### src/pkg/qld_pkg.sv
// constants and types for the front-panel port lamp driver
// assumes a single 20 MHz reference clock shared by the whole block
package qld_pkg;

  // lamp and port geometry
  localparam int CAGES          = 8;
  localparam int PORTS          = 16;
  localparam int LANES          = 4;
  localparam int LAMPS_PER_CAGE = 6;
  localparam int LAMPS          = 48;
  localparam int FANS           = 4;
  localparam int FRAME_BITS     = 64;
  localparam int FIFO_DEPTH     = 8;

  // lamp position inside one cage group
  localparam int LAMP_GRN1 = 0;
  localparam int LAMP_BLU1 = 1;
  localparam int LAMP_BLU2 = 2;
  localparam int LAMP_BLU3 = 3;
  localparam int LAMP_GRN4 = 4;
  localparam int LAMP_BLU4 = 5;

  // serial frame counter
  localparam int         FRAME_CNT_W    = 7;
  localparam logic [6:0] FRAME_CNT_FULL = 7'h40;

  // timing
  localparam int unsigned REF_CLK_HZ      = 20_000_000;
  localparam int unsigned DEBOUNCE_MS     = 10;
  localparam int unsigned DEBOUNCE_CYCLES = (REF_CLK_HZ / 1000) * DEBOUNCE_MS;
  localparam int          DEB_CNT_W       = 18;

  // i2c target
  localparam logic [6:0] I2C_TARGET_ADDR = 7'h2C;
  localparam logic [3:0] I2C_BITS_BYTE   = 4'h8;
  localparam logic [7:0] MODE_RESET      = 8'h00;

  // synchroniser reset levels: idle level of each pin, fan faults in the top bits
  localparam logic [11:0] PIN_IDLE = 12'h078;

  typedef enum logic [4:0] {
    I2C_IDLE = 5'h01,
    I2C_ADDR = 5'h02,
    I2C_AACK = 5'h04,
    I2C_DATA = 5'h08,
    I2C_DACK = 5'h10
  } qld_i2c_state_t;

endpackage

### src/rtl/qld_lamp_driver.sv
// front-panel lamp driver: serial status stream to 48 lamps, i2c mode register,
// selection button and management lamps
// assumes all pin inputs are asynchronous to ref_clk; sda is open drain outside
//
// What this block does
// shift serial stream in and drive 48 lamp outputs with port line state
// each cage drives two bicolour edge lamps and two blue middle lamps
// each port is either four 10G lanes or one 40G port
// 10G shows all four lamps; 40G uses only edge lamps 1 and 4
// keep top/bottom selection from the button and drive two indicator lamps
// button acts only with a 10G port; both 40G shows both in green
// both 40G, top: lamp 1 green shows top port, lamps 2 and 3 off
// both 40G, bottom: lamp 4 green shows a 40G port, middle lamps off
// both 10G: lamps 1 to 4 blue show top port lanes in either state
// top 40G, bottom 10G, top selected: lamp 1 green, others off
// top 40G, bottom 10G, bottom selected: lamps 1 to 4 blue, bottom lanes
// top 10G, bottom 40G: top shows blue lanes; bottom shows lamp 4 green
// i2c target holds 8-bit mode registers setting each port 10G or 40G
// heartbeat lamp lights while its active-low drive input is low
// power lamp lit by driving its control high when power is good
// fan lamps show a fault in any fan module
// button is synchronised, debounced, toggles selection once per press
// lamps update only from complete frames held in a holding register
`timescale 1ns/1ps

module qld_sync #(
  parameter int           W       = 1,
  parameter logic [W-1:0] RST_VAL = '0
) (
  input  wire logic         ref_clk,
  input  wire logic         rst_n,
  input  wire logic [W-1:0] async_in,
  output logic      [W-1:0] sync_out
);
  logic [W-1:0] meta_ff;
  logic [W-1:0] sync_ff;

  always_ff @(posedge ref_clk or negedge rst_n) begin
    if (!rst_n) begin
      meta_ff <= RST_VAL;
      sync_ff <= RST_VAL;
    end else begin
      meta_ff <= async_in;
      sync_ff <= meta_ff;
    end
  end

  assign sync_out = sync_ff;
endmodule

module qld_fifo #(
  parameter int WIDTH = 64,
  parameter int DEPTH = 8
) (
  input  wire logic             ref_clk,
  input  wire logic             rst_n,
  input  wire logic             in_valid,
  output logic                  in_ready,
  input  wire logic [WIDTH-1:0] in_data,
  output logic                  out_valid,
  input  wire logic             out_ready,
  output logic      [WIDTH-1:0] out_data
);
  localparam int AW = $clog2(DEPTH);

  logic [WIDTH-1:0] mem_ff [DEPTH];
  logic [AW-1:0]    wr_ptr_ff;
  logic [AW-1:0]    rd_ptr_ff;
  logic [AW:0]      count_ff;
  logic             push;
  logic             pop;

  assign in_ready  = (count_ff != DEPTH[AW:0]);
  assign out_valid = (count_ff != '0);
  assign out_data  = mem_ff[rd_ptr_ff];
  assign push      = in_valid & in_ready;
  assign pop       = out_valid & out_ready;

  always_ff @(posedge ref_clk) begin
    if (push) begin
      mem_ff[wr_ptr_ff] <= in_data;
    end
  end

  always_ff @(posedge ref_clk or negedge rst_n) begin
    if (!rst_n) begin
      wr_ptr_ff <= '0;
      rd_ptr_ff <= '0;
      count_ff  <= '0;
    end else begin
      if (push) begin
        wr_ptr_ff <= wr_ptr_ff + 1'b1;
      end
      if (pop) begin
        rd_ptr_ff <= rd_ptr_ff + 1'b1;
      end
      if (push && !pop) begin
        count_ff <= count_ff + 1'b1;
      end else if (pop && !push) begin
        count_ff <= count_ff - 1'b1;
      end
    end
  end
endmodule

module qld_lamp_driver
  import qld_pkg::*;
#(
  parameter int unsigned DEBOUNCE_LEN = DEBOUNCE_CYCLES
) (
  input  wire logic              ref_clk,
  input  wire logic              rst_n,
  input  wire logic              led_sclk,
  input  wire logic              led_sdata,
  input  wire logic              led_latch,
  output logic                   frame_ready,
  input  wire logic              lamp_freeze,
  input  wire logic              sel_button_n,
  input  wire logic              scl,
  input  wire logic              sda_in,
  output logic                   sda_out,
  output logic                   sda_oe,
  input  wire logic              heartbeat_drive_n,
  input  wire logic              power_good,
  input  wire logic [FANS-1:0]   fan_fault,
  output logic      [LAMPS-1:0]  lamp_drive,
  output logic                   sel_top_lamp,
  output logic                   sel_bottom_lamp,
  output logic                   heartbeat_lamp_n,
  output logic                   power_good_lamp,
  output logic      [FANS-1:0]   fan_fault_lamp,
  output logic      [PORTS-1:0]  port_mode
);
  localparam int SYNC_W = 8 + FANS;

  logic [SYNC_W-1:0]      sync_vec;
  logic                   sclk_s, sdata_s, latch_s, btn_s, scl_s, sda_s, hb_s, pg_s;
  logic [FANS-1:0]        fan_s;
  logic                   sclk_d_ff, latch_d_ff, scl_d_ff, sda_d_ff;
  logic                   sclk_rise, latch_rise, scl_rise, scl_fall, i2c_start, i2c_stop;
  logic [FRAME_BITS-1:0]  frame_sr_ff;
  logic [FRAME_CNT_W-1:0] frame_cnt_ff;
  logic                   frame_push;
  logic                   fifo_out_valid;
  logic [FRAME_BITS-1:0]  fifo_out_data;
  logic [FRAME_BITS-1:0]  disp_ff;
  logic [DEB_CNT_W-1:0]   deb_cnt_ff;
  logic                   btn_stable_ff;
  logic                   btn_press;
  logic                   any_10g;
  logic                   sel_bot_ff;
  qld_i2c_state_t         i2c_state_ff;
  logic [3:0]             bit_cnt_ff;
  logic [7:0]             i2c_sr_ff;
  logic                   sda_oe_ff;
  logic                   byte_ptr_ff;
  logic                   mode_wr;
  logic [7:0]             mode_lo_ff, mode_hi_ff;
  logic [LAMPS-1:0]       nxt_lamp;
  logic [LAMPS-1:0]       lamp_ff;
  logic                   hb_lamp_n_ff, pg_lamp_ff;
  logic [FANS-1:0]        fan_lamp_ff;

  // two-stage synchronisers for every pin input except lamp_freeze
  // reset to idle pin levels, so no false edge or press follows reset
  qld_sync #(.W(SYNC_W), .RST_VAL(PIN_IDLE)) u_sync (
    .ref_clk  (ref_clk),
    .rst_n    (rst_n),
    .async_in ({fan_fault, power_good, heartbeat_drive_n, sda_in, scl, sel_button_n,
                led_latch, led_sdata, led_sclk}),
    .sync_out (sync_vec)
  );

  assign {fan_s, pg_s, hb_s, sda_s, scl_s, btn_s, latch_s, sdata_s, sclk_s} = sync_vec;

  always_ff @(posedge ref_clk or negedge rst_n) begin
    if (!rst_n) begin
      sclk_d_ff  <= 1'b0;
      latch_d_ff <= 1'b0;
      scl_d_ff   <= 1'b1;
      sda_d_ff   <= 1'b1;
    end else begin
      sclk_d_ff  <= sclk_s;
      latch_d_ff <= latch_s;
      scl_d_ff   <= scl_s;
      sda_d_ff   <= sda_s;
    end
  end

  assign sclk_rise  = sclk_s & ~sclk_d_ff;
  assign latch_rise = latch_s & ~latch_d_ff;
  assign scl_rise   = scl_s & ~scl_d_ff;
  assign scl_fall   = ~scl_s & scl_d_ff;
  assign i2c_start  = scl_s & scl_d_ff & sda_d_ff & ~sda_s;
  assign i2c_stop   = scl_s & scl_d_ff & ~sda_d_ff & sda_s;

  // serial stream into the holding register
  always_ff @(posedge ref_clk or negedge rst_n) begin
    if (!rst_n) begin
      frame_sr_ff  <= '0;
      frame_cnt_ff <= '0;
    end else if (latch_rise) begin
      frame_cnt_ff <= '0;
    end else if (sclk_rise) begin
      frame_sr_ff <= {frame_sr_ff[FRAME_BITS-2:0], sdata_s};
      if (frame_cnt_ff != FRAME_CNT_FULL) begin
        frame_cnt_ff <= frame_cnt_ff + 1'b1;
      end
    end
  end

  // only a frame of full length or longer is queued; the counter saturates, so a longer frame keeps its last 64 bits
  assign frame_push = latch_rise & (frame_cnt_ff == FRAME_CNT_FULL);

  qld_fifo #(.WIDTH(FRAME_BITS), .DEPTH(FIFO_DEPTH)) u_fifo (
    .ref_clk   (ref_clk),
    .rst_n     (rst_n),
    .in_valid  (frame_push),
    .in_ready  (frame_ready),
    .in_data   (frame_sr_ff),
    .out_valid (fifo_out_valid),
    .out_ready (~lamp_freeze),
    .out_data  (fifo_out_data)
  );

  // displayed frame, swapped whole
  always_ff @(posedge ref_clk or negedge rst_n) begin
    if (!rst_n) begin
      disp_ff <= '0;
    end else if (fifo_out_valid && !lamp_freeze) begin
      disp_ff <= fifo_out_data;
    end
  end

  // button debounce, press is a released-to-pressed step
  always_ff @(posedge ref_clk or negedge rst_n) begin
    if (!rst_n) begin
      deb_cnt_ff    <= '0;
      btn_stable_ff <= 1'b1;
    end else if (btn_s == btn_stable_ff) begin
      deb_cnt_ff <= '0;
    end else if (deb_cnt_ff == DEB_CNT_W'(DEBOUNCE_LEN - 1)) begin
      deb_cnt_ff    <= '0;
      btn_stable_ff <= btn_s;
    end else begin
      deb_cnt_ff <= deb_cnt_ff + 1'b1;
    end
  end

  assign btn_press = btn_stable_ff & ~btn_s & (deb_cnt_ff == DEB_CNT_W'(DEBOUNCE_LEN - 1));
  assign any_10g   = ~(&port_mode);

  always_ff @(posedge ref_clk or negedge rst_n) begin
    if (!rst_n) begin
      sel_bot_ff <= 1'b0;
    end else if (btn_press && any_10g) begin
      sel_bot_ff <= ~sel_bot_ff;
    end
  end

  // i2c write-only target
  always_ff @(posedge ref_clk or negedge rst_n) begin
    if (!rst_n) begin
      i2c_state_ff <= I2C_IDLE;
      bit_cnt_ff   <= '0;
      i2c_sr_ff    <= '0;
      sda_oe_ff    <= 1'b0;
    end else if (i2c_start) begin
      i2c_state_ff <= I2C_ADDR;
      bit_cnt_ff   <= '0;
      sda_oe_ff    <= 1'b0;
    end else if (i2c_stop) begin
      i2c_state_ff <= I2C_IDLE;
      sda_oe_ff    <= 1'b0;
    end else begin
      unique case (i2c_state_ff)
        I2C_IDLE: begin
          sda_oe_ff <= 1'b0;
        end
        I2C_ADDR, I2C_DATA: begin
          if (scl_rise && bit_cnt_ff != I2C_BITS_BYTE) begin
            i2c_sr_ff  <= {i2c_sr_ff[6:0], sda_s};
            bit_cnt_ff <= bit_cnt_ff + 1'b1;
          end else if (scl_fall && bit_cnt_ff == I2C_BITS_BYTE) begin
            if (i2c_state_ff == I2C_DATA) begin
              i2c_state_ff <= I2C_DACK;
              sda_oe_ff    <= 1'b1;
            end else if (i2c_sr_ff == {I2C_TARGET_ADDR, 1'b0}) begin
              i2c_state_ff <= I2C_AACK;
              sda_oe_ff    <= 1'b1;
            end else begin
              i2c_state_ff <= I2C_IDLE;
            end
          end
        end
        I2C_AACK, I2C_DACK: begin
          if (scl_fall) begin
            i2c_state_ff <= I2C_DATA;
            bit_cnt_ff   <= '0;
            sda_oe_ff    <= 1'b0;
          end
        end
        default: begin
          i2c_state_ff <= I2C_IDLE;
          sda_oe_ff    <= 1'b0;
        end
      endcase
    end
  end

  assign mode_wr = (i2c_state_ff == I2C_DATA) & scl_fall & (bit_cnt_ff == I2C_BITS_BYTE)
                 & ~i2c_start & ~i2c_stop;

  // mode registers, bit set means the port runs as one 40G port
  always_ff @(posedge ref_clk or negedge rst_n) begin
    if (!rst_n) begin
      mode_lo_ff  <= MODE_RESET;
      mode_hi_ff  <= MODE_RESET;
      byte_ptr_ff <= 1'b0;
    end else if (i2c_state_ff == I2C_AACK && scl_fall) begin
      byte_ptr_ff <= 1'b0;
    end else if (mode_wr) begin
      byte_ptr_ff <= ~byte_ptr_ff;
      if (byte_ptr_ff) begin
        mode_hi_ff <= i2c_sr_ff;
      end else begin
        mode_lo_ff <= i2c_sr_ff;
      end
    end
  end

  assign port_mode = {mode_hi_ff, mode_lo_ff};

  // per-cage lamp decode
  always_comb begin
    logic       top40;
    logic       bot40;
    logic       show_bot;
    logic       show40;
    logic [3:0] lanes;
    int         base;
    top40    = 1'b0;
    bot40    = 1'b0;
    show_bot = 1'b0;
    show40   = 1'b0;
    lanes    = '0;
    base     = 0;
    nxt_lamp = '0;
    for (int c = 0; c < CAGES; c++) begin
      top40    = port_mode[2*c];
      bot40    = port_mode[2*c+1];
      base     = c * LAMPS_PER_CAGE;
      show_bot = sel_bot_ff & (top40 ^ bot40);
      lanes    = show_bot ? disp_ff[(2*c+1)*LANES +: LANES] : disp_ff[2*c*LANES +: LANES];
      show40   = show_bot ? bot40 : top40;
      if (top40 && bot40) begin
        nxt_lamp[base+LAMP_GRN1] = disp_ff[2*c*LANES];
        nxt_lamp[base+LAMP_GRN4] = disp_ff[(2*c+1)*LANES];
      end else if (show40 && show_bot) begin
        nxt_lamp[base+LAMP_GRN4] = lanes[0];
      end else if (show40) begin
        nxt_lamp[base+LAMP_GRN1] = lanes[0];
      end else begin
        nxt_lamp[base+LAMP_BLU1] = lanes[0];
        nxt_lamp[base+LAMP_BLU2] = lanes[1];
        nxt_lamp[base+LAMP_BLU3] = lanes[2];
        nxt_lamp[base+LAMP_BLU4] = lanes[3];
      end
    end
  end

  always_ff @(posedge ref_clk or negedge rst_n) begin
    if (!rst_n) begin
      lamp_ff <= '0;
    end else begin
      lamp_ff <= nxt_lamp;
    end
  end

  // management lamps
  always_ff @(posedge ref_clk or negedge rst_n) begin
    if (!rst_n) begin
      hb_lamp_n_ff <= 1'b1;
      pg_lamp_ff   <= 1'b0;
      fan_lamp_ff  <= '0;
    end else begin
      hb_lamp_n_ff <= hb_s;
      pg_lamp_ff   <= pg_s;
      fan_lamp_ff  <= fan_s;
    end
  end

  assign lamp_drive       = lamp_ff;
  assign sel_top_lamp     = ~sel_bot_ff;
  assign sel_bottom_lamp  = sel_bot_ff;
  assign heartbeat_lamp_n = hb_lamp_n_ff;
  assign power_good_lamp  = pg_lamp_ff;
  assign fan_fault_lamp   = fan_lamp_ff;
  assign sda_out          = 1'b0;
  assign sda_oe           = sda_oe_ff;
endmodule

### config.mk
export PLATFORM = sky130hd
export DESIGN_NAME = qld_lamp_driver
export DESIGN_NICKNAME = d
export VERILOG_FILES = /design/src/pkg/qld_pkg.sv /design/src/rtl/qld_lamp_driver.sv
export SDC_FILE = /design/constraint.sdc
export NUM_CORES = 1
export LEC_CHECK = 0
export ABC_AREA = 1
export BUFFER_PORTS_ARGS = -buffer_cell sky130_fd_sc_hd__clkbuf_2
export CAP_MARGIN = 20
export CORE_ASPECT_RATIO = 0.9
export CORE_MARGIN = 2
export CORE_UTILIZATION = 35
export DETAILED_ROUTE_END_ITERATION = 7
export GPL_TIMING_DRIVEN = 0
export PLACE_DENSITY_LB_ADDON = 0.12
export SETUP_SLACK_MARGIN = 0.2
export SYNTH_ARGS = -nofsm -noshare
export SYNTH_HDL_FRONTEND = slang
export SYNTH_SLANG_ARGS = --single-unit
### constraint.sdc
create_clock -name ref_clk -period 13.7 [get_ports ref_clk]
set_clock_uncertainty 0.15 [all_clocks]
set_input_delay 0.685 -clock ref_clk [delete_from_list [all_inputs] [get_ports ref_clk]]
set_output_delay 0.685 -clock ref_clk [all_outputs]
set_load 0.03 [all_outputs]
# Yosys cells after proc, flatten, opt, wreduce, memory -nomap -nowiden
# Memories as Yosys holds them, arrays and structs flattened. A register that Yosys moved wholly into a read port is not among the register bits.
# Index checks and enable logic that the tools add are counted.
# totals
elab_cells,277
mem_bits_rw,512
ff_bits,218
memories,1
rom_bits,0
latch_bits,0
input_bits,15
# mem_list
name,words,word_bits,rd,rd_clocked_by_memory_dff,write_ports,line,source
u_fifo.mem_ff,8,64,1,1,1,qld_lamp_driver.sv:66,logic [WIDTH-1:0] mem_ff [DEPTH];
# classes
n_mul,0
n_bitwise,50
add_sub_neg,7
magnitude_cmp,0
n_shift,0
n_reduce_logical,45
n_mux,128
div,0
eq_ne,21
# ops
operator,count
$mux W4,22
$mux W1,75
$mux W3,17
$mux W18,2
$mux W5,6
$and A1 B1 Y1,26
$logic_and A1 B1 Y1,23
$mux W7,3
$ne A4 B4 Y1 const B,5
$add A18 B1 Y18 const B,1
$eq A18 B18 Y1 const B,1
$not A1 Y1,16
$reduce_and A16 Y1,1
$reduce_and A4 Y1,4
$pmux W5 S3,1
$ne A3 B3 Y1 const B,3
$add A4 B1 Y4 const B,2
$eq A8 B7 Y1 const B,1
$pmux W4 S2,1
$reduce_bool A2 Y1,4
$xor A1 B1 Y1,8
$add A7 B1 Y7 const B,1
$eq A7 B7 Y1 const B,1
$ne A7 B7 Y1 const B,1
other kinds (18),26

# Depth between registers and ports, before layout
# Gate-level depths: netlist of run 1.
# logic_depth
word_depth,8
ltp_mapped,14

# By module
# A second synthesis of run 1 with hierarchy kept.
# hier_totals
hier_cells,2889
hier_area_um2,31908.1
# modules_own_cells
module,cells_per_inst,instances,area_each_um2,seq_area_each_um2
qld_fifo,1781,1,20905.0,15625.0
qld_lamp_driver,1084,1,10392.5,6212.2
qld_sync,24,1,610.6,610.6

# Least setup slack after synthesis of run 1
# Ideal clock, no wire load.
# synth_path
path_kind,register to register
from,register frame_cnt_ff[0]
to,"memory u_fifo.mem_ff[6][0], enable pin"
arrival_ns,5.393
path_buffers,0
path_stages_with_launch,7
period_less_slack_ns,6.108
t_required_ns,12.985
setup_slack_ns,7.592
cell_sequence,dfrtp_1 -> inv_1 -> ha_1 -> nand3_1 -> nor2_1 -> nand2_2 -> nor3_1
# synth_via
elab_chain_len,5
# synth_lines
element,line,source
"start, declared",qld_lamp_driver.sv:142,logic [FRAME_CNT_W-1:0] frame_cnt_ff;
"start signal, assigned",qld_lamp_driver.sv:207,frame_cnt_ff <= frame_cnt_ff + 1'b1;
$eq A7 B7 Y1,qld_lamp_driver.sv:213,assign frame_push = latch_rise & (frame_cnt_ff == FRAME_CNT_FULL);
$and A1 B1 Y1,qld_lamp_driver.sv:213,
$and A1 B1 Y1,qld_lamp_driver.sv:76,assign push = in_valid & in_ready;
$mux W1,qld_lamp_driver.sv:80,if (push) begin
$mux W1 (not written as such),qld_lamp_driver.sv:81,mem_ff[wr_ptr_ff] <= in_data;
"end, declared",qld_lamp_driver.sv:66,
# Every way passes these cells.

# Worst setup path after layout of run 1
# layout_path
from,register frame_cnt_ff[0]
to,"memory u_fifo.mem_ff[4][8], enable pin"
# Same word-level chain as after synthesis.

==> results of run 1 <==
-- Yosys cell counts (all sizes together), types with 2 or more instances --
master  number  share of area, %
buf         86               1.5
a21oi       41              0.67
nand2      483               5.9
xnor2        8              0.23
nor3        17              0.31
and3         2             0.040
inv        100               1.2
ha          19              0.77
o211ai      64               1.5
nand3      100               1.7
nor3b        3             0.073
nor2       382               4.7
xor2        10              0.28
o221ai      64               1.8
edfxtp     512                50
clkbuf      45              0.54
o32ai        8              0.23
nand4       11              0.22
o21ai      322               5.4
dfstp       13               1.1
mux2i        8              0.26
dfrtp      269                22
-- per-stage QoR --
stage | std cells | util (%)
global placement | 3818 | 37.5
global route | 4059 | 41.9
floorplan | 2575 | -
finish | 4060 | 41.9
detailed placement | 3886 | 38.5
CTS | 4059 | 41.9
-- area by class of cell --
class / count / area share (%)
Buffer: 131 / 1.71
Inverter: 100 / 1.02
Antenna cell: 1 / 0.00680
Multi-Input combinational cell: 1550 / 20.7
Clock buffer: 129 / 6.85
Sequential cell: 794 / 61.0
Timing Repair Buffer: 168 / 3.73
Clock inverter: 32 / 1.02
Tap cell: 1155 / 3.93
-- power by group through the flow --
stage	registers [µW]	logic (µW)	clock network [µW]
after floorplan	2960	979	0
after global placement	2920	1800	0
after detailed placement	2930	1820	0
after CTS	2880	1830	2420
after global routing	2900	1990	2510
final	2880	1820	2370
-- kinds of logic (layout without fill, tap and decap cells) --
family,count (synthesis),in the layout
xor gates and xnor gates,18,18
AOI/OAI and AO/OA,502,502
muxes,9,9
and+or+nand+nor,1000,1000
buffers and inverters,231,560
DFF,794,794
other,1,2
adders and majority gates,20,20
-- registers in the layout, indices dropped and copies added, names as in the netlist, 3 cells and up --
signal / count
u_fifo.count_ff: 4
mode_hi_ff: 8
frame_cnt_ff: 7
i2c_state_ff: 5
u_fifo.rd_ptr_ff: 3
bit_cnt_ff: 4
u_sync.sync_out: 12
deb_cnt_ff: 18
mode_lo_ff: 8
u_fifo.wr_ptr_ff: 3
disp_ff: 64
frame_sr_ff: 64
fan_fault_lamp: 4
u_fifo.mem_ff: 512
i2c_sr_ff: 8
lamp_drive: 48
u_sync.meta_ff: 12
-- worst paths after layout --
| path | startpoint | endpoint | slack (ps) | cells after the start |
|---|---|---|---|---|
| setup / recovery | frame_cnt_ff[0]$_DFFE_PN0P_ | u_fifo.mem_ff[4][8]$_DFFE_PP_ | 10290 | 11 |
| hold / removal | rst_n | bit_cnt_ff[2]$_DFFE_PN0P_ | -40 | 1 |
| setup reg to reg | frame_cnt_ff[0]$_DFFE_PN0P_ | u_fifo.mem_ff[4][8]$_DFFE_PP_ | 10290 | 11 |
| hold reg to reg | u_sync.meta_ff[10]$_DFF_PN0_ | u_sync.sync_out[10]$_DFF_PN0_ | 200 | 0 |
| max in group asynchronous | rst_n | u_sync.meta_ff[1]$_DFF_PN0_ | 12280 | 2 |
| min in group ref_clk | u_sync.meta_ff[10]$_DFF_PN0_ | u_sync.sync_out[10]$_DFF_PN0_ | 200 | 0 |
-- layer usage --
layer | track usage, % | vias up | share of wire [%]
li1 | - | 9574 | -
met1 | 28.4 | 10514 | 45
met2 | 31.6 | 709 | 45
met3 | 4.75 | 158 | 7.8
met4 | 6.88 | 6 | 3.0
met5 | 0 | - | 0.047
-- layout by cell type, fill, tap and decap left out, types with 19 or more instances in the layout --
cell,n
o21ai_1,149
buf_2,77
dfrtp_1,269
edfxtp_1,512
inv_1,89
clkbuf_16,90
clkbuf_1,72
ha_1,19
o221ai_1,64
o21ai_0,157
nand3_1,98
clkbuf_2,87
nand2_1,473
a21oi_1,40
o211ai_1,64
nor2_1,376
buf_6,55
==> results.toml, run 1 <==
[synth]
synthSimpleGateAreaFrac_pct = 13.1
synthAdderAreaFrac_pct = 0.830
ys_async_sr_fraction_pct = 35.5
yosysSeqAreaShare_pct = 72.3
yosysWarnings = 0
synth_compound_area_share_pct = 9.71
synth-seq-cells = 794
synthXorXnorAreaFrac_pct = 0.508
ys.flop_type = "edfxtp_1"
synth_top_family_by_area = "simple AND/OR/NAND/NOR gates"
yosysUniqueCellTypes = 41
postSynthNetCount = 2610
synth.avg_cell_area_um2 = 12.1
syn_inst = 2575
synth.area.mux_share_pct = 0.294
syn-cell-area_mm2 = 0.0310
synth_edf_count = 512

[pwr]
p_int_uw = 4640
p_clk_share_pct = 33.5
design_power_total_uw = 7070
seqPwrFrac_pct = 40.7
leakage_uw = 0.0141
comb_power_share_pct = 25.8
p_sw_uw = 2440
ir_drop_v = 0.000113
netSwitchingFraction_pct = 34.5
power_density_mw_per_mm2 = 192

[timing]
period_minus_slack_ps = 3410
final-hold-violation-count = 10
hold_slack_ps = -43.9
relSlewSlack_pct = 31.6
setup_viol = 0
timing.final.ws_setup_ps = 10290
rsz0062_at_grt = "false"
fin_crit_sh_pct = 24.9
tightestPinTransition_ps = 1030
fmax_ghz = 0.293
drv_slew = 0
tns_ps = 0

[clock_network]
post-cts-setup-buffers = 0
root_buffer = "clkbuf_16"
numClockSinks = 794
clock_tree.buffer_depth = 3
cts_tree = "built"
htreeDepth = 3
clkTransAtPathRegs_ps = 60
worstSkewPairLatency_ps = 650
cts_hold_buffers = 12
cts_resized = 0
cts_buffers = 86

[global_routing]
grt_pass1_wl_um = 137000
overflow = 0
grt_antenna_before_repair = 7
grt_max_degree = 101
grt_pass1_vias = 20601
grt_use_total_pct = 20.4

[critical_path]
cp_slowest_cell = "nor3_2"
cp_common_cell = "buf_6"
crit_path_end_kind = "flip-flop"
arrival_ps = 3610
crit_family = "simple AND/OR/NAND/NOR gates"
cpPeakStageDelay_ps = 730
start_kind = "flip-flop"
cp_max_fo = 10
crit_buf_inv = 6
worstSetupPathType = "reg2reg"
path_cells = "inv_1 > ha_1 > nand3_1 > nor2_1 > nand2_2 > nor3_2 > buf_6 > buf_8 > buf_8 > buf_6 > buf_6"
worstPathRequired_ps = 13900

[drt]
routedWlPerCell_um = 23.0
drc_errors = 0
routed_wl_um = 93300
via_count = 20961
viasPerCell = 5.16
dr.pass1.iters = 5
postRouteAntennaNets = 0
drt_iter0_drc = 1856

[run]
maxCapViolCount = 0

[run_status]
violations = "hold timing"
status = "finished, violations left"

[floorplan]
ios = 90
die_y_um = 287
initial_core_util_pct = 35.4
rows = 103
fp.coreArea_mm2 = 0.0878
dieArea_mm2 = 0.0911
die_width_um = 318

[worst_hold_path]
hp-class = "in2async"

[layout]
seqCellArea_mm2 = 0.0224
nNetsFinal = 2866
syn_to_final_growth_pct = 18.5
multiInputGateArea_mm2 = 0.00763
layout-drive-gt1-share_pct = 15.1
fin_area_mm2 = 0.0368
fillers = 8206

[placement]
io_buffer_count = 88
globalplace.congestion = 0.812
place_ws_ps = 10220
post-dp-hpwl_um = 64900
place_area_mm2 = 0.0338
No activity file was read; power rests on OpenSTA's default activity.
==> run 2: changes to the inputs <==
==> constraint.sdc (replaced) <==
create_clock -name ref_clk -period 2.8 [get_ports ref_clk]
set_clock_uncertainty 0.15 [all_clocks]
set_input_delay 0.14 -clock ref_clk [delete_from_list [all_inputs] [get_ports ref_clk]]
set_output_delay 0.14 -clock ref_clk [all_outputs]
set_load 0.03 [all_outputs]
==> results.toml, run 2 (synthesis results as in run 1) <==
[run]
maxCapViolCount = 0

[clock_network]
numClockSinks = 794
root_buffer = "clkbuf_16"
htreeDepth = 3
cts_buffers = 86
worstSkewPairLatency_ps = 660
clkTransAtPathRegs_ps = 60
cts_tree = "built"
clock_tree.buffer_depth = 3

[floorplan]
die_y_um = 287
initial_core_util_pct = 35.4
rows = 103
fp.coreArea_mm2 = 0.0878
ios = 90
dieArea_mm2 = 0.0911
die_width_um = 318

[timing]
setup_viol = 0
period_minus_slack_ps = 2570
fin_crit_sh_pct = 91.8
relSlewSlack_pct = 40.5
drv_slew = 0
timing.final.ws_setup_ps = 230
final-hold-violation-count = 0
tns_ps = 0
tightestPinTransition_ps = 893
rsz0062_at_grt = "true"
fmax_ghz = 0.389

[layout]
final_common_cell = "edfxtp_1"
nNetsFinal = 2878
syn_to_final_growth_pct = 21.0
layout-drive-gt1-share_pct = 15.8
fillers = 8104
fin_area_mm2 = 0.0376
max_flop_register = "u_fifo.mem_ff"
largest_register_ffs = 512
top_regs = "u_fifo.mem_ff x512, disp_ff x64, frame_sr_ff x64"
mostFrequentLayoutCells = "512 x edfxtp_1, 472 x nand2_1, 375 x nor2_1, 267 x dfrtp_1, 157 x o21ai_0"

[critical_path]
crit_path_end_kind = "flip-flop"
worstPathRequired_ps = 2980
cp_max_fo = 17
worstSetupPathType = "reg2reg"
arrival_ps = 2750
start_kind = "flip-flop"

[global_routing]
grt_pass1_vias = 20688
grt_pass1_wl_um = 138000
overflow = 0
grt_max_degree = 114
grt_use_total_pct = 20.5
grt_antenna_before_repair = 4

[drt]
drt_iter0_drc = 1661
via_count = 20889
routedWlPerCell_um = 22.9
routed_wl_um = 93100
drc_errors = 0
viasPerCell = 5.13
postRouteAntennaNets = 0
dr.pass1.iters = 5

[placement]
globalplace.congestion = 0.815
io_buffer_count = 88
post-dp-hpwl_um = 63700
place_ws_ps = -739
place_area_mm2 = 0.0341

[pwr]
leakage_uw = 0.0141
ir_drop_v = 0.000464
design_power_total_uw = 34700
power_density_mw_per_mm2 = 924

[run_status]
status = "finished clean"

[worst_hold_path]
hp-class = "reg2reg"
## run 2: cell count changes in the layout (fill, tap and decap cells not counted), moves of 9 or more
cell           delta
buf_16           +25
buf_4            +12
buf_6            -52
clkbuf_1         -14
dlygate4sd3_1    +15
nor3_4            +9
## run 2: worst paths after layout
kind	start	end	slack, ps	cells past startpoint
worst max-delay path	frame_cnt_ff[0]$_DFFE_PN0P_	u_fifo.mem_ff[7][60]$_DFFE_PP_	230	10
max in group asynchronous	rst_n	disp_ff[15]$_DFFE_PN0P_	950	4
worst min register to register	u_sync.meta_ff[2]$_DFF_PN0_	u_sync.sync_out[2]$_DFF_PN0_	200	0
worst max register to register	frame_cnt_ff[0]$_DFFE_PN0P_	u_fifo.mem_ff[7][60]$_DFFE_PP_	230	10
min in group asynchronous	rst_n	i2c_state_ff[3]$_DFFE_PN0P_	480	3
worst min-delay path	u_sync.meta_ff[2]$_DFF_PN0_	u_sync.sync_out[2]$_DFF_PN0_	200	0
## run 2: timing repair
| item | in CTS | in global routing |
|---|---|---|
| resized for setup | 7 | 19 |
| pin swaps | 7 | 3 |
| hold buffers | 26 | 1 |
| buffers inserted | 17 | 5 |
| endpoints found under the hold margin | 213 | 9 |
| setup endpoints to repair | 243 | 7 |
## run 2: per-layer routing
layer	track usage, %	wire length, µm	vias to the layer above
met5	0	34	-
met4	6.64	2870	4
met3	5.09	6710	161
met2	31.4	41200	671
met1	28.6	42300	10460
li1	-	-	9593
## run 2: power by group
| part | internal (µW) | total (µW) | switching, µW |
|---|---|---|---|
| combinational | 2340 | 8820 | 6480 |
| clock | 7150 | 11800 | 4660 |
| sequential | 13400 | 14100 | 723 |
## run 2: critical path: stages, from the launching register on
cell and delay [ps]:
dfrtp_2 430, inv_2 90, ha_4 140, nand3_4 90
nor2_4 150, nand2_8 70, buf_4 210, nor3_4 300
buf_16 200, buf_16 170, buf_8 200
## run 2: final cells by class
type                    count  area (µm²)  share of cell area (%)
flip-flops and latches    794       22500                    59.7
multi-input cells        1550        7760                    20.6
clock buffers             128        2550                    6.80
repair buffers            180        1910                    5.09
well taps                1155        1450                    3.85
plain buffers             131         657                    1.75
clock inverters            33         413                    1.10
inverters                 100         379                    1.01
diodes                      2        5.00                  0.0133
## run 2: metrics by stage
step,hold slack (ps),util [%],cells
after global routing,209,42.8,4071
after global placement,79.2,37.7,3818
after floorplan,-306,-,2575
after CTS,49.7,42.7,4065
final,198,42.8,4073
after detailed placement,67.5,38.8,3861
==> run 3: changes to the inputs <==
--- a/config.mk
+++ b/config.mk
@@ -11,8 +11,9 @@
 export CORE_ASPECT_RATIO = 0.9
 export CORE_MARGIN = 2
 export CORE_UTILIZATION = 35
+export CTS_CLUSTER_SIZE = 30
 export DETAILED_ROUTE_END_ITERATION = 7
-export GPL_TIMING_DRIVEN = 0
+export GPL_TIMING_DRIVEN = 1
 export PLACE_DENSITY_LB_ADDON = 0.12
 export SETUP_SLACK_MARGIN = 0.2
 export SYNTH_ARGS = -nofsm -noshare
==> results.toml, run 3 (synthesis results as in run 1) <==
[run_status]
status = "finished clean"

[drt]
drt_iter0_drc = 1493
routedWlPerCell_um = 21.0
postRouteAntennaNets = 0
via_count = 20000
viasPerCell = 5.08
drc_errors = 0
routed_wl_um = 82700
dr.pass1.iters = 5

[layout]
fin_area_mm2 = 0.0364
mostFrequentLayoutCells = "512 x edfxtp_1, 471 x nand2_1, 374 x nor2_1, 265 x dfrtp_1, 156 x o21ai_0"
largest_register_ffs = 512
max_flop_register = "u_fifo.mem_ff"
syn_to_final_growth_pct = 17.2
final_core_util_pct = 41.4
top_regs = "u_fifo.mem_ff x512, disp_ff x64, frame_sr_ff x64"
nNetsFinal = 2742
final_common_cell = "edfxtp_1"
layout-drive-gt1-share_pct = 13.2
fillers = 8161

[floorplan]
die_y_um = 287
rows = 103
die_width_um = 318
fp.coreArea_mm2 = 0.0878
ios = 90
dieArea_mm2 = 0.0911
initial_core_util_pct = 35.4

[critical_path]
r2r_cells = 13
worstPathRequired_ps = 3160
cp_max_fo = 5
start_kind = "flip-flop"
cp_slowest_cell = "dfrtp_1"
path_cells = "nor3_4 > nand3_4 > nor2_4 > nand2_8 > inv_2 > ha_1 > inv_2 > ha_4 > a21oi_1 > nand2_1 > a21oi_1 > o21ai_1 > xor2_1"
cpPeakStageDelay_ps = 420
timing.rr.end = "u_fifo.count_ff[3]$_DFFE_PN0P_"
rrSetupSlack_ps = 420
r2r_start = "frame_cnt_ff[5]$_DFFE_PN0P_"
startpoint = "frame_cnt_ff[5]$_DFFE_PN0P_"
worstSetupPathType = "reg2reg"
arrival_ps = 2740
crit_path_end_kind = "flip-flop"

[clock_network]
cts_buffers = 87
post-cts-setup-buffers = 0
root_buffer = "clkbuf_16"
htreeDepth = 3
clkTransAtPathRegs_ps = 60
numClockSinks = 794
cts_tree = "built"
clock_tree.buffer_depth = 3
worstSkewPairLatency_ps = 640

[placement]
io_buffer_count = 88
place_area_mm2 = 0.0333
post-dp-hpwl_um = 46500
globalplace.congestion = 0.777
place_ws_ps = 236

[global_routing]
grt_pass1_wl_um = 126000
grt_antenna_before_repair = 2
grt_pass1_vias = 19887
grt_use_total_pct = 18.3
grt_max_degree = 164
overflow = 0

[timing]
tns_ps = 0
drv_slew = 0
period_minus_slack_ps = 2380
timing.final.ws_setup_ps = 420
hold_slack_ps = 33.4
setup_viol = 0
relSlewSlack_pct = 47.6
final-hold-violation-count = 0
fmax_ghz = 0.420
rsz0062_at_grt = "false"
fin_crit_sh_pct = 85.0
tightestPinTransition_ps = 786

[worst_hold_path]
hp-class = "in2async"

[pwr]
leakage_uw = 0.0135
power_density_mw_per_mm2 = 910
ir_drop_v = 0.000823

[run]
maxCapViolCount = 0
[run 3: cell types whose count changed in the layout (fill, tap and decap cells not counted), sizes merged, moves of 3 or more]
| cell | before | now |
|---|---|---|
| bufinv | 9 | 5 |
| buf | 150 | 63 |
| clkinvlp | 4 | 1 |
| clkbuf | 261 | 211 |
| dlygate4sd3 | 27 | 24 |
| clkinv | 19 | 30 |
[run 3: worst max-delay path, delay by kind of cell, from the launching register on]
kind | cells | cell delay (ps)
AO/OA/AOI/OAI | 3 | 340
XOR/XNOR | 1 | 140
adder cells (fa/ha/maj) | 2 | 390
buffers and inverters | 2 | 160
flip-flops | 1 | 420
AND/OR/NAND/NOR | 5 | 680
[run 3: cell type report]
cell class / count / area (µm²) / area share, %
flip-flops and latches: 794 / 22500 / 61.7
multi-input cells: 1550 / 7760 / 21.3
clock buffers: 124 / 2460 / 6.76
repair buffers: 174 / 1530 / 4.21
well taps: 1155 / 1450 / 3.97
inverters: 100 / 384 / 1.06
clock inverters: 37 / 334 / 0.918
diodes: 3 / 7.51 / 0.0206
[run 3: power by group]
part / switching (µW) / total [µW] / internal (µW)
sequential: 804 / 14200 / 13400
combinational: 5420 / 7700 / 2290
clock: 4620 / 11200 / 6570
[run 3: stage by stage]
| stage | total power, µW | std cells |
|---|---|---|
| 2_1_floorplan | 19200 | 2575 |
| 3_3_place_gp | 22100 | 3748 |
| 3_5_place_dp | 22200 | 3748 |
| 4_1_cts | 33500 | 3934 |
| 5_1_grt | 34900 | 3934 |
| 6_report | 33100 | 3937 |
[run 3: timing repair]
action                                  in CTS  in global routing
endpoints found under the setup margin       0                  1
gates resized for setup                      0                  6
hold buffers                                25                  0
endpoints found under the hold margin      295                  0
[run 3: worst max-delay path by stage]
stage	to	depth (start not counted)
after floorplan	u_fifo.mem_ff[1][0]$_DFFE_PP_	5
after global placement	u_fifo.count_ff[3]$_DFFE_PN0P_	14
after detailed placement	u_fifo.count_ff[3]$_DFFE_PN0P_	13
after CTS	u_fifo.count_ff[3]$_DFFE_PN0P_	14
after global routing	u_fifo.count_ff[3]$_DFFE_PN0P_	13
final	u_fifo.count_ff[3]$_DFFE_PN0P_	13
[run 3: routing by layer]
| layer | GRT usage, % | share of wire [%] |
|---|---|---|
| met2 | 28.6 | 45 |
| met3 | 3.25 | 4.9 |
| met4 | 4.49 | 1.9 |
| met5 | 0 | 0 |
| met1 | 26.4 | 48 |
